==> config.mk <==
export PLATFORM = sky130hd
export DESIGN_NAME = mhc_top
export DESIGN_NICKNAME = d
export VERILOG_FILES = /design/src/verilog/mhc_pkg.sv /design/src/verilog/mhc_fifo_if.sv /design/src/verilog/mhc_fifo.sv /design/src/verilog/mhc_top.sv
export SDC_FILE = /design/constraint.sdc
export NUM_CORES = 1
export LEC_CHECK = 0
export BUFFER_PORTS_ARGS = -buffer_cell sky130_fd_sc_hd__buf_2
export CORE_UTILIZATION = 59
export DETAILED_ROUTE_END_ITERATION = 7
export PLACE_DENSITY = 0.84
export SLEW_MARGIN = 10
export SYNTH_ARGS = -nofsm -noshare
export SYNTH_HDL_FRONTEND = slang
export SYNTH_SLANG_ARGS = --single-unit
==> constraint.sdc <==
create_clock -name core_clk_i -period 8.2 [get_ports core_clk_i]
set_clock_uncertainty 0.15 [all_clocks]
set_input_delay 1.64 -clock core_clk_i [delete_from_list [all_inputs] [get_ports core_clk_i]]
set_output_delay 1.64 -clock core_clk_i [all_outputs]
set_load 0.05 [all_outputs]
==> src/verilog/mhc_pkg.sv <==
// Purpose: Shared constants for the MAC host control block
// Assumes: 200 MHz core clock, 8-bit I/O offsets, 16-bit registers
// Notes:   Offsets are the I/O addresses used by the host port

package mhc_pkg;
	// ****************************************
	// Register offsets
	// ****************************************
	localparam logic [7:0] OFF_TX_POLL   = 8'h14;
	localparam logic [7:0] OFF_RX_BUFSZ  = 8'h18;
	localparam logic [7:0] OFF_RX_DESC   = 8'h1A;
	localparam logic [7:0] OFF_LAST_STAT = 8'h1C;
	localparam logic [7:0] OFF_MGMT_CTRL = 8'h20;
	localparam logic [7:0] OFF_MGMT_RD   = 8'h24;
	localparam logic [7:0] OFF_MGMT_WR   = 8'h28;
	localparam logic [7:0] OFF_TXB_LO    = 8'h2C;
	localparam logic [7:0] OFF_TXB_HI    = 8'h30;
	localparam logic [7:0] OFF_RXB_LO    = 8'h34;
	localparam logic [7:0] OFF_RXB_HI    = 8'h38;
	localparam logic [7:0] OFF_INT_STAT  = 8'h3C;

	// ****************************************
	// Reset values and field layouts
	// ****************************************
	localparam logic [15:0] RST_RX_BUFSZ   = 16'h0600;
	localparam int          BIT_WR_GO      = 14;
	localparam int          BIT_RD_GO      = 13;
	localparam int          BIT_LINK_LEVEL = 11;
	localparam logic [15:0] LAST_STAT_MASK = 16'hE6FF;
	localparam logic [9:0]  INT_STAT_MASK  = 10'h39F;
	localparam int          INT_LINK_BIT   = 9;
	localparam int          INT_TX_DONE    = 4;
	localparam int          INT_RX_DONE    = 0;

	// ****************************************
	// Timing
	// ****************************************
	localparam int CLK_PERIOD_NS   = 5;
	localparam int MDC_HALF_NS     = 200;
	localparam int MDC_HALF_CYC    =
		(MDC_HALF_NS + CLK_PERIOD_NS - 1) / CLK_PERIOD_NS;
	localparam int MDIO_FRAME_BITS = 64;
	localparam int MDIO_TA_BIT     = 46;
	localparam int MDIO_DATA_BIT   = 48;

	// ****************************************
	// Buffering
	// ****************************************
	localparam int STAT_FIFO_WIDTH = 16;
	localparam int STAT_FIFO_DEPTH = 32;
endpackage

==> src/verilog/mhc_fifo_if.sv <==
// Purpose: Valid/ready carrier between the status FIFO and the top
// Assumes: Single clock domain
// Notes:   FIFO side and user side each have a modport, each carrying both fill and drain signals

`timescale 1ns/1ps
`default_nettype none

interface mhc_fifo_if #(parameter int WIDTH = 16);
	logic             in_valid;
	logic             in_ready;
	logic [WIDTH-1:0] in_data;
	logic             out_valid;
	logic             out_ready;
	logic [WIDTH-1:0] out_data;

	modport fifo (input in_valid, in_data, out_ready,
		output in_ready, out_valid, out_data);
	modport user (output in_valid, in_data, out_ready,
		input in_ready, out_valid, out_data);
endinterface

`default_nettype wire

==> src/verilog/mhc_fifo.sv <==
// Purpose: Packet status FIFO, flip-flop storage
// Assumes: Single clock, async active-low reset
// Notes:   Full and empty come from an occupancy counter

`timescale 1ns/1ps
`default_nettype none

module mhc_fifo #(
	parameter int WIDTH = 16,
	parameter int DEPTH = 32
) (
	input  wire logic core_clk_i,
	input  wire logic rst_n_i,
	mhc_fifo_if.fifo  bus
);
	localparam int AW = $clog2(DEPTH);

	logic [WIDTH-1:0] mem_reg [DEPTH];
	logic [AW-1:0]    wr_idx_reg;
	logic [AW-1:0]    rd_idx_reg;
	logic [AW:0]      count_reg;
	wire              push;
	wire              pop;

	assign bus.in_ready  = (count_reg != (AW+1)'(DEPTH));
	assign bus.out_valid = (count_reg != '0);
	assign bus.out_data  = mem_reg[rd_idx_reg];
	assign push          = bus.in_valid & bus.in_ready;
	assign pop           = bus.out_valid & bus.out_ready;

	always_ff @(posedge core_clk_i) begin
		if (push)
			mem_reg[wr_idx_reg] <= bus.in_data;
	end

	always_ff @(posedge core_clk_i or negedge rst_n_i) begin
		if (!rst_n_i) begin
			wr_idx_reg <= '0;
			rd_idx_reg <= '0;
			count_reg  <= '0;
		end else begin
			if (push)
				wr_idx_reg <= wr_idx_reg + 1'b1;
			if (pop)
				rd_idx_reg <= rd_idx_reg + 1'b1;
			count_reg <= count_reg + (AW+1)'(push) - (AW+1)'(pop);
		end
	end
endmodule // mhc_fifo

`default_nettype wire

==> src/verilog/mhc_top.sv <==
// Purpose: Host control/status registers and MDIO master of the MAC
// Assumes: Host I/O strobes and MAC events synchronous to core_clk_i
// Notes:   Reads answer one cycle after the strobe, from a flop
//
// What this block does
// - Poll write makes MAC wait for owner bit 1, then transmit.
// - Reading poll bit gives 1 while transmitting, 0 when done.
// - Buffer size reset 0600h, bits 10..2 writable, low bits zero.
// - Pause frame requested when available count falls to threshold.
// - With receive enabled, each finished receive descriptor decrements available count.
// - With receive enabled, a count write adds the written value.
// - With receive disabled, a count write loads the value.
// - Last status holds latest packet status, overwritten by next.
// - Last status flags at bits 15,14,13,10,9,7..0, read only.
// - Last status bit 11 shows the link change pin level.
// - Write go sends write word to addressed PHY register, self-clears.
// - Read go fetches PHY register into read word, self-clears.
// - Transmit base is 20 bits from high and low; bit 0 reads 0.
// - Transmit base advances to next descriptor after transmission.
// - Receive base is 20 bits from high and low; bit 0 reads 0.
// - Receive base advances to next descriptor after reception.
// - Interrupt status bits 9,8,7,4,3,2,1,0 set on their events.
// - Reading interrupt status returns flags and clears them.
// - Receive enable gates the descriptor count only; receive base advance and interrupt do not depend on it.
// - Descriptor owner bit 1 means MAC owns it, 0 the CPU.

`timescale 1ns/1ps
`default_nettype none

module mhc_top (
	input  wire logic        core_clk_i,
	input  wire logic        rst_n_i,
	input  wire logic [7:0]  io_addr_i,
	input  wire logic        io_wr_i,
	input  wire logic        io_rd_i,
	input  wire logic [15:0] io_wdata_i,
	output logic      [15:0] io_rdata_o,
	input  wire logic        receive_enable_i,
	input  wire logic        tx_owner_i,
	output logic             tx_start_o,
	input  wire logic        tx_done_i,
	input  wire logic [19:0] tx_next_desc_i,
	input  wire logic        rx_pkt_done_i,
	input  wire logic [19:0] rx_next_desc_i,
	input  wire logic        rx_desc_done_i,
	output logic             pause_req_o,
	output logic      [10:0] rx_buffer_size_o,
	output logic      [19:0] tx_desc_addr_o,
	output logic      [19:0] rx_desc_addr_o,
	input  wire logic [15:0] pkt_status_i,
	input  wire logic        pkt_status_valid_i,
	output logic             pkt_status_ready_o,
	input  wire logic [9:0]  irq_event_i,
	input  wire logic        link_change_input_i,
	output logic             mdc_o,
	output logic             mdio_o,
	output logic             mdio_oe_o,
	input  wire logic        mdio_i
);
	// ****************************************
	// Types and storage
	// ****************************************
	typedef enum logic {MD_IDLE, MD_RUN} mhc_md_state_t;

	function automatic logic hit(input logic [7:0] a, input logic [7:0] o);
		return a == o;
	endfunction

	logic          poll_pend_reg;
	logic          tx_busy_reg;
	logic [8:0]    bufsz_reg;
	logic [7:0]    thresh_reg;
	logic [7:0]    avail_reg;
	logic [7:0]    avail_next;
	logic [15:0]   last_stat_reg;
	logic [9:0]    int_stat_reg;
	logic [9:0]    int_stat_next;
	logic          link_prev_reg;
	logic [15:1]   txb_lo_reg;
	logic [3:0]    txb_hi_reg;
	logic [15:1]   rxb_lo_reg;
	logic [3:0]    rxb_hi_reg;
	logic [15:0]   mg_wdata_reg;
	logic [15:0]   mg_rdata_reg;
	logic [4:0]    phy_addr_reg;
	logic [4:0]    phy_reg_reg;
	logic          op_read_reg;
	mhc_md_state_t md_state_reg;
	logic [7:0]    div_reg;
	logic          mdc_reg;
	logic [5:0]    bit_idx_reg;
	logic [15:0]   rd_shift_reg;

	// ****************************************
	// Address decode
	// ****************************************
	wire wr_poll  = io_wr_i & hit(io_addr_i, mhc_pkg::OFF_TX_POLL);
	wire wr_bufsz = io_wr_i & hit(io_addr_i, mhc_pkg::OFF_RX_BUFSZ);
	wire wr_desc  = io_wr_i & hit(io_addr_i, mhc_pkg::OFF_RX_DESC);
	wire wr_mctl  = io_wr_i & hit(io_addr_i, mhc_pkg::OFF_MGMT_CTRL);
	wire wr_mwd   = io_wr_i & hit(io_addr_i, mhc_pkg::OFF_MGMT_WR);
	wire wr_txlo  = io_wr_i & hit(io_addr_i, mhc_pkg::OFF_TXB_LO);
	wire wr_txhi  = io_wr_i & hit(io_addr_i, mhc_pkg::OFF_TXB_HI);
	wire wr_rxlo  = io_wr_i & hit(io_addr_i, mhc_pkg::OFF_RXB_LO);
	wire wr_rxhi  = io_wr_i & hit(io_addr_i, mhc_pkg::OFF_RXB_HI);
	wire rd_isr   = io_rd_i & hit(io_addr_i, mhc_pkg::OFF_INT_STAT);
	wire rd_last  = io_rd_i & hit(io_addr_i, mhc_pkg::OFF_LAST_STAT);

	// ****************************************
	// Transmit poll
	// ****************************************
	// Owner bit 1 hands the descriptor to the MAC
	assign tx_start_o = poll_pend_reg & tx_owner_i;

	always_ff @(posedge core_clk_i or negedge rst_n_i) begin
		if (!rst_n_i) begin
			poll_pend_reg <= 1'b0;
			tx_busy_reg   <= 1'b0;
		end else begin
			if (tx_start_o)
				poll_pend_reg <= 1'b0;
			else if (wr_poll && io_wdata_i[0])
				poll_pend_reg <= 1'b1;
			if (tx_start_o)
				tx_busy_reg <= 1'b1;
			else if (tx_done_i)
				tx_busy_reg <= 1'b0;
		end
	end

	// ****************************************
	// Receive buffer size and descriptor count
	// ****************************************
	assign rx_buffer_size_o = {bufsz_reg, 2'b00};

	wire dec_ev = rx_desc_done_i & receive_enable_i;
	// Add and decrement in the same cycle both count
	always_comb begin
		avail_next = avail_reg;
		if (wr_desc && receive_enable_i)
			avail_next = avail_reg + io_wdata_i[7:0];
		else if (wr_desc)
			avail_next = io_wdata_i[7:0];
		if (dec_ev)
			avail_next = avail_next - 8'h01;
	end

	always_ff @(posedge core_clk_i or negedge rst_n_i) begin
		if (!rst_n_i) begin
			bufsz_reg   <= mhc_pkg::RST_RX_BUFSZ[10:2];
			thresh_reg  <= 8'h00;
			avail_reg   <= 8'h00;
			pause_req_o <= 1'b0;
		end else begin
			if (wr_bufsz)
				bufsz_reg <= io_wdata_i[10:2];
			if (wr_desc)
				thresh_reg <= io_wdata_i[15:8];
			avail_reg   <= avail_next;
			// Only a fall to the threshold asks for pause
			pause_req_o <= dec_ev && avail_next == thresh_reg;
		end
	end

	// ****************************************
	// Packet status FIFO and last status
	// ****************************************
	mhc_fifo_if #(.WIDTH(mhc_pkg::STAT_FIFO_WIDTH)) stat_if ();

	mhc_fifo #(
		.WIDTH(mhc_pkg::STAT_FIFO_WIDTH),
		.DEPTH(mhc_pkg::STAT_FIFO_DEPTH)
	) u_stat_fifo (
		.core_clk_i(core_clk_i),
		.rst_n_i   (rst_n_i),
		.bus       (stat_if.fifo)
	);

	assign stat_if.in_valid  = pkt_status_valid_i;
	assign stat_if.in_data   = pkt_status_i;
	assign pkt_status_ready_o = stat_if.in_ready;
	// Drain stalls on a status read so the host sees a stable word
	assign stat_if.out_ready = ~rd_last;

	wire       stat_pop = stat_if.out_valid & stat_if.out_ready;
	wire [15:0] last_view = (last_stat_reg & mhc_pkg::LAST_STAT_MASK) |
		(16'(link_change_input_i) << mhc_pkg::BIT_LINK_LEVEL);

	always_ff @(posedge core_clk_i or negedge rst_n_i) begin
		if (!rst_n_i)
			last_stat_reg <= 16'h0000;
		else if (stat_pop)
			last_stat_reg <= stat_if.out_data;
	end

	// ****************************************
	// Descriptor base pointers
	// ****************************************
	assign tx_desc_addr_o = {txb_hi_reg, txb_lo_reg, 1'b0};
	assign rx_desc_addr_o = {rxb_hi_reg, rxb_lo_reg, 1'b0};

	// Hardware advance wins over a host write in the same cycle
	always_ff @(posedge core_clk_i or negedge rst_n_i) begin
		if (!rst_n_i) begin
			txb_lo_reg <= '0;
			txb_hi_reg <= '0;
			rxb_lo_reg <= '0;
			rxb_hi_reg <= '0;
		end else begin
			if (tx_done_i) begin
				txb_lo_reg <= tx_next_desc_i[15:1];
				txb_hi_reg <= tx_next_desc_i[19:16];
			end else begin
				if (wr_txlo)
					txb_lo_reg <= io_wdata_i[15:1];
				if (wr_txhi)
					txb_hi_reg <= io_wdata_i[3:0];
			end
			if (rx_pkt_done_i) begin
				rxb_lo_reg <= rx_next_desc_i[15:1];
				rxb_hi_reg <= rx_next_desc_i[19:16];
			end else begin
				if (wr_rxlo)
					rxb_lo_reg <= io_wdata_i[15:1];
				if (wr_rxhi)
					rxb_hi_reg <= io_wdata_i[3:0];
			end
		end
	end

	// ****************************************
	// Interrupt status, read to clear
	// ****************************************
	wire [9:0] int_ev = (irq_event_i
		| (10'(link_change_input_i ^ link_prev_reg) << mhc_pkg::INT_LINK_BIT)
		| (10'(tx_done_i) << mhc_pkg::INT_TX_DONE)
		| (10'(rx_pkt_done_i) << mhc_pkg::INT_RX_DONE))
		& mhc_pkg::INT_STAT_MASK;
	// Event landing on the clearing read survives
	assign int_stat_next = (rd_isr ? 10'h000 : int_stat_reg) | int_ev;

	always_ff @(posedge core_clk_i or negedge rst_n_i) begin
		if (!rst_n_i) begin
			int_stat_reg  <= 10'h000;
			link_prev_reg <= 1'b0;
		end else begin
			int_stat_reg  <= int_stat_next;
			link_prev_reg <= link_change_input_i;
		end
	end

	// ****************************************
	// MDIO management master
	// ****************************************
	wire md_busy  = (md_state_reg == MD_RUN);
	wire md_start = wr_mctl & ~md_busy &
		(io_wdata_i[mhc_pkg::BIT_WR_GO] | io_wdata_i[mhc_pkg::BIT_RD_GO]);
	wire md_tick  = md_busy && div_reg == 8'(mhc_pkg::MDC_HALF_CYC - 1);
	wire md_rise  = md_tick & ~mdc_reg;
	wire md_fall  = md_tick & mdc_reg;
	wire md_last  = bit_idx_reg == 6'(mhc_pkg::MDIO_FRAME_BITS - 1);
	wire md_done  = md_fall & md_last;
	wire [31:0] md_frame = {2'b01, op_read_reg, ~op_read_reg,
		phy_addr_reg, phy_reg_reg, 2'b10, mg_wdata_reg};

	assign mdc_o     = mdc_reg;
	assign mdio_o    = bit_idx_reg[5] ? md_frame[~bit_idx_reg[4:0]] : 1'b1;
	// Release the line for turnaround and data on reads
	assign mdio_oe_o = md_busy & ~(op_read_reg &&
		bit_idx_reg >= 6'(mhc_pkg::MDIO_TA_BIT));

	always_ff @(posedge core_clk_i or negedge rst_n_i) begin
		if (!rst_n_i) begin
			md_state_reg <= MD_IDLE;
			op_read_reg  <= 1'b0;
			phy_addr_reg <= '0;
			phy_reg_reg  <= '0;
			mg_wdata_reg <= 16'h0000;
			mg_rdata_reg <= 16'h0000;
			div_reg      <= 8'h00;
			mdc_reg      <= 1'b0;
			bit_idx_reg  <= 6'h00;
			rd_shift_reg <= 16'h0000;
		end else begin
			if (wr_mwd)
				mg_wdata_reg <= io_wdata_i;
			if (wr_mctl && !md_busy) begin
				phy_addr_reg <= io_wdata_i[12:8];
				phy_reg_reg  <= io_wdata_i[4:0];
				op_read_reg  <= ~io_wdata_i[mhc_pkg::BIT_WR_GO];
			end
			div_reg <= (md_tick || !md_busy) ? 8'h00 : div_reg + 8'h01;
			if (md_start) begin
				md_state_reg <= MD_RUN;
				bit_idx_reg  <= 6'h00;
				mdc_reg      <= 1'b0;
			end else if (md_rise) begin
				mdc_reg <= 1'b1;
				if (bit_idx_reg >= 6'(mhc_pkg::MDIO_DATA_BIT))
					rd_shift_reg <= {rd_shift_reg[14:0], mdio_i};
			end else if (md_done) begin
				mdc_reg      <= 1'b0;
				md_state_reg <= MD_IDLE;
				if (op_read_reg)
					mg_rdata_reg <= rd_shift_reg;
			end else if (md_fall) begin
				mdc_reg     <= 1'b0;
				bit_idx_reg <= bit_idx_reg + 6'h01;
			end
		end
	end

	// ****************************************
	// Read data path
	// ****************************************
	logic [15:0] rd_mux;
	always_comb begin
		unique case (io_addr_i)
			mhc_pkg::OFF_TX_POLL:
				rd_mux = {15'h0000, tx_busy_reg | poll_pend_reg};
			mhc_pkg::OFF_RX_BUFSZ:  rd_mux = {5'h00, rx_buffer_size_o};
			mhc_pkg::OFF_RX_DESC:   rd_mux = {thresh_reg, avail_reg};
			mhc_pkg::OFF_LAST_STAT: rd_mux = last_view;
			mhc_pkg::OFF_MGMT_CTRL:
				rd_mux = {1'b0, md_busy & ~op_read_reg, md_busy & op_read_reg,
					phy_addr_reg, 3'h0, phy_reg_reg};
			mhc_pkg::OFF_MGMT_RD:   rd_mux = mg_rdata_reg;
			mhc_pkg::OFF_MGMT_WR:   rd_mux = mg_wdata_reg;
			mhc_pkg::OFF_TXB_LO:    rd_mux = tx_desc_addr_o[15:0];
			mhc_pkg::OFF_TXB_HI:    rd_mux = {12'h000, txb_hi_reg};
			mhc_pkg::OFF_RXB_LO:    rd_mux = rx_desc_addr_o[15:0];
			mhc_pkg::OFF_RXB_HI:    rd_mux = {12'h000, rxb_hi_reg};
			mhc_pkg::OFF_INT_STAT:  rd_mux = {6'h00, int_stat_reg};
			default:                rd_mux = 16'h0000;
		endcase
	end

	always_ff @(posedge core_clk_i or negedge rst_n_i) begin
		if (!rst_n_i)
			io_rdata_o <= 16'h0000;
		else if (io_rd_i)
			io_rdata_o <= rd_mux;
	end
endmodule // mhc_top

`default_nettype wire

=== Yosys cells after proc, flatten, opt, wreduce, memory -nomap -nowiden ===
Memories as Yosys holds them, arrays and structs flattened. A register that Yosys moved wholly into a read port is not among the register bits.
Index checks and enable logic that the tools add are counted.
W data, S select, Z words.

* Add/subtract/negate cells: 8
* Multiplexer cells: 34
* Equality and inequality tests: 18
* Magnitude comparators: 3
* Reduce and logical (&&, ||, !) cells: 23
* Bitwise operators: 40

{| class="wikitable"
|+ Operators by type and width
! cell !! count
|-
| $pmux W16 S12 || 1
|-
| $eq A8 B6 Y1 const B || 9
|-
| $mux W15 || 4
|-
| $eq A8 B5 Y1 const B || 4
|-
| $mux W8 || 4
|-
| $mux W6 || 4
|-
| $and A1 B1 Y1 || 23
|-
| $or A10 B10 Y10 || 2
|-
| $mux W4 || 4
|-
| $or A16 B12 Y16 || 1
|-
| $reduce_bool A2 Y1 || 8
|-
| $mux W1 || 15
|-
| $ge A6 B6 Y1 const B || 2
|-
| $add A5 B1 Y5 const B || 2
|-
| $mux W10 || 1
|-
| $or A10 B1 Y10 || 1
|-
| $or A10 B5 Y10 || 1
|-
| $add A8 B1 Y8 const B || 1
|-
| $add A8 B8 Y8 || 1
|-
| $eq A8 B8 Y1 || 1
|-
| $not A1 Y1 || 8
|-
| $sub A8 B1 Y8 const B || 1
|-
| $add A6 B1 Y6 || 1
|-
| $add A6 B1 Y6 const B || 1
|-
| 17 further kinds || 26
|}

* Memories kept: 1
* Input bits: 102
* RAM bits: 512
* Flip-flop bits (word level): 184

{| class="wikitable"
|+ Memories
! memory !! depth !! bits a word !! rd ports !! clocked after memory_dff !! write ports !! line !! source
|-
| u_stat_fifo.mem_reg || 32 || 16 || 1 || 1 || 1 || mhc_fifo.sv:18 || <nowiki>logic [WIDTH-1:0] mem_reg [DEPTH];</nowiki>
|}

=== Logic depth before layout (Yosys ltp) ===
* Depth in word-level cells: 8
* Depth in mapped cells: 15

=== By module ===
A second synthesis with hierarchy kept.

* Cells, all modules: 1789
* Area total of the unflattened synthesis: 29570.9 µm²

{| class="wikitable"
|+ Modules (own cells, without submodules)
! module !! area each (µm²) !! cells each !! seq. area each (µm²) !! instances
|-
| mhc_fifo || 20663.6 || 970 || 15775.1 || 1
|-
| mhc_top || 8907.3 || 819 || 4481.8 || 1
|}

=== Worst setup path after synthesis ===
No wires, ideal clock.

* Path kind: input -> register
* Start point: input port io_addr_i[0]
* End point: register pause_req_o
* Path slack: 3.741 ns
* Stages: 13
* Arrival time: 4.179 ns
* Required time: 7.920 ns
* Cell sequence: nor4bb_4 > and3_1 > buf_2 > buf_2 > mux2i_1 > ha_1 > nand3_1 > or2_2 > nor2_1 > a22oi_1 > or4_1 > o21ai_0 > a2111oi_2

* Word-level cells in the longest chain between the ends: 8
* Elaborated cells between the ends (all ways): 9
* Those cells by class: add/sub (1); eq/ne (2); mux (3); bitwise (1); reduce/logical (2)

{| class="wikitable"
|+ Ends and longest elaborated chain
! item !! line !! source
|-
| start, declared || mhc_top.sv:33 || <nowiki>input wire logic [7:0] io_addr_i,</nowiki>
|-
| $eq A8 B5 Y1 * || mhc_top.sv:66 || <nowiki>return a == o;</nowiki>
|-
| $and A1 B1 Y1 * || mhc_top.sv:99 || <nowiki>wire wr_desc = io_wr_i & hit(io_addr_i, mhc_pkg::OFF_RX_DESC);</nowiki>
|-
| $mux W8 / $logic_and A1 B1 Y1 (equally long branches) || mhc_top.sv:142, mhc_top.sv:140 ||
|-
| $mux W8 * || mhc_top.sv:140 || <nowiki>if (wr_desc && receive_enable_i)</nowiki>
|-
| $sub A8 B1 Y8 || mhc_top.sv:145 || <nowiki>avail_next = avail_next - 8'h01;</nowiki>
|-
| $mux W8 * || mhc_top.sv:144 || <nowiki>if (dec_ev)</nowiki>
|-
| $eq A8 B8 Y1 * || mhc_top.sv:161 || <nowiki>pause_req_o <= dec_ev && avail_next == thresh_reg;</nowiki>
|-
| $logic_and A1 B1 Y1 * || mhc_top.sv:161 ||
|-
| end signal, assigned || mhc_top.sv:161 ||
|-
| end, declared || mhc_top.sv:46 || <nowiki>output logic pause_req_o,</nowiki>
|}

Mark *: on every way between the ends. The rest lies on a longest branch, timed or not.
A chain may end at the register's enable or synchronous reset.

=== Worst setup path after layout ===
* Start point: register bit_idx_reg[0]
* End point: output port mdio_o

* Word-level cells in the longest chain between the ends: 4

{| class="wikitable"
|+ Ends and longest elaborated chain
! item !! line !! source
|-
| start, declared || mhc_top.sv:91 || <nowiki>logic [5:0] bit_idx_reg;</nowiki>
|-
| start signal, assigned || mhc_top.sv:308 || <nowiki>bit_idx_reg <= bit_idx_reg + 6'h01;</nowiki>
|-
| $not A5 Y5 || mhc_top.sv:267 || <nowiki>assign mdio_o = bit_idx_reg[5] ? md_frame[~bit_idx_reg[4:0]] : 1'b1;</nowiki>
|-
| $bmux W1 S5 || mhc_top.sv:267 ||
|-
| $mux W1 (not written as such) || mhc_top.sv:267 ||
|-
| $mux W1 || mhc_top.sv:267 ||
|-
| end, declared || mhc_top.sv:56 || <nowiki>output logic mdio_o,</nowiki>
|}

No other way between the ends. The select of a mux whose other input is x is not followed.

==> reports/summary.txt <==
Status: finished, final reports clean
Min-Delay Path Class: reg2reg
Synthesized area: 25700 sq um
Power per cell area: 298 nW/um^2
CP required: 6.41 ns
Post-DP HPWL: 40400 um
Yosys warns: 0
FP Rows: 76
Mapped Cells: 1547
CP peak stage delay: 0.75 ns
PortBufs: 163
Post-Place Worst Slack: 3.09 ns
# setup viols final: 0
Worst setup path start: bit_idx_reg[0]
Netlist cell types: 73
Worst slew pin tran: 1.28 ns
Slowest-stage cell, CP: dfrtp_1
First-pass GRT wire length: 95000 um
CTS tree: built
Pin count of the biggest net entering global routing: 76
Peak VDD IR: 0.218 mV
Top_reg_cell synth: edfxtp_1
Count of pins over their slew limit: 0
Initial Util: 59.7%
Setup ws final: 3.49 ns
Min Tclk post-route: 4.71 ns
DIE AREA: 44400 sq um
CTS buffer count: 58
# resized after CTS: 0
Vias in the first global route: 15200
Max_cap viols: 0
Sum of negative setup slack: 0 ns
Async S/R FF share, synth: 31.9%
Die W: 211 um
Vias per cell: 6.42
Share of layout cells above drive strength 1: 28.6%
Clock power frac: 30.1%
Finished Core Util: 67.5%
DRT Pass-1 Iters: 6
Routed Antenna Nets: 0
Clock sink count: 611
Final Net Count: 1852
Crit path top cell by count: mux4_2
Worst relative slew slack: 14.1%
DRC Markers: 0
Fmax: 212 MHz
Sequential share of power: 44.9%
EDFF count, synth: 416
CTS H-tree depth: 2
Largest delay share family, worst path: multiplexers
Hold Startpoint: div_reg[0]
Switching Share: 30.2%
Pint: 6.03 mW
Core area: 43100 sq um
Max reg flops: 416
LEAKAGE: 11.0 nW
Cell Chain, Critical Path: mux4_2 -> mux4_2 -> o21ai_0 -> nand2_1 -> buf_2
Post-CTS setup buffer count: 0
Final RePlAce weighted congestion: 0.972
Crit. End Element: primary output
RSZ-0062 raised after global routing: false
Logic gate share of total power: 25.0%
Commonest non-fill, non-tap cells in the layout: edfxtp_1 (416), dfrtp_1 (190), buf_2 (162)
DRT Wirelength: 62800 um
Clk pin slew, worst setup/hold paths: 0.06 ns
Fillcell total: 2783
Area grow syn2layout: 13.0%
Part of the cycle the worst path needs: 57.4%
Worst Path Arrival: 2.92 ns
Clk Latency, worst-skew pair: 0.64 ns
Commonest non-fill, non-tap cell in the layout: edfxtp_1
GRT Util Overall: 29.2%
Crit path launch type: flip-flop
# hold bufs at CTS: 0
GR Overflow Total: 0
Crit path max fanout: 13
Avg Cell Area, Syn: 16.6 sq um
Initial antenna violation count: 0
Worst path bufs/invs: 1
Post-synthesis sequential element count: 611
DR WL/cell: 26.7 um
Switching Power: 2.61 mW
Iteration-0 DRC Markers: 2066
Clk buf depth: 3
Sequential share of the synthesized area: 67.6%
Via count: 15100
Root Buffer: clkbuf_16
DIE HEIGHT: 211 um
Hold Violations, Final: 0
# IOs: 175
RR Startpoint: u_stat_fifo.rd_idx_reg[0]
Critical setup path kind: reg2out
[stage by stage]
stage / hold WS (ns) / std cells / total power [mW] / instance area [sq um]
after CTS: 0.331 / 2355 / 8.68 / 29000
final: 0.327 / 2356 / 8.65 / 29100
after global routing: 0.351 / 2355 / 8.97 / 29100
after global placement: 0.295 / 2248 / 5.96 / 27200
after detailed placement: 0.314 / 2248 / 6.06 / 27200
after floorplan: 0.283 / 1550 / 5.37 / 25700
[synth_stat cells, types with 25 or more instances]
cell type	n	share of area (%)
edfxtp_1	416	49
mux2i_1	60	2.3
mux2_2	67	2.9
a21oi_1	29	0.56
mux4_2	136	12
nor2_1	93	1.4
nand2_1	104	1.5
inv_1	43	0.63
clkbuf_1	54	0.79
o21ai_0	61	1.2
dfrtp_1	193	19
ha_1	25	1.2
[power groups by stage]
stage                     clock (mW)  combinational [mW]  sequential, mW
after floorplan                    0                1.60            3.76
after CTS                       2.63                2.16            3.88
after global placement             0                2.04            3.92
after global routing            2.75                2.30            3.92
final                           2.60                2.16            3.88
after detailed placement           0                2.13            3.94
[worst paths after layout]
kind                                             end  slack, ns  cells after the start
hold / removal                            div_reg[0]       0.33                      1
max in group asynchronous  u_stat_fifo.rd_idx_reg[1]       5.70                      2
setup reg to reg                    last_stat_reg[5]       4.58                      5
hold reg to reg                           div_reg[0]       0.33                      1
min in group asynchronous                 div_reg[6]       0.87                      1
setup / recovery                              mdio_o       3.49                      5
[logic make-up after synthesis]
kind of cell    synth area share [%]
xor+xnor                        1.39
fa+ha+maj                       1.37
buf+inv                         1.97
mux                             17.2
simple gates                    5.11
compound gates                  5.37
flops                           67.6
other cells                   0.0146
[routing by layer]
metal  share of wire (%)  GRT usage, %
met5                   0             0
met2                  49          47.4
met3                 9.3          4.65
met1                  38          40.1
met4                 3.9          11.5
[layout make-up]
| cell class | instances | area, sq um | share of cell area, % |
|---|---|---|---|
| multi-input cells | 815 | 7870 | 27.1 |
| well taps | 585 | 732 | 2.52 |
| inverters | 43 | 161 | 0.555 |
| diodes | 1 | 2.50 | 0.00861 |
| clock buffers | 83 | 1630 | 5.59 |
| flip-flops and latches | 611 | 17400 | 59.8 |
| repair buffers | 194 | 1060 | 3.64 |
| clock inverters | 24 | 228 | 0.784 |
No activity file was read; power rests on OpenSTA's default activity.
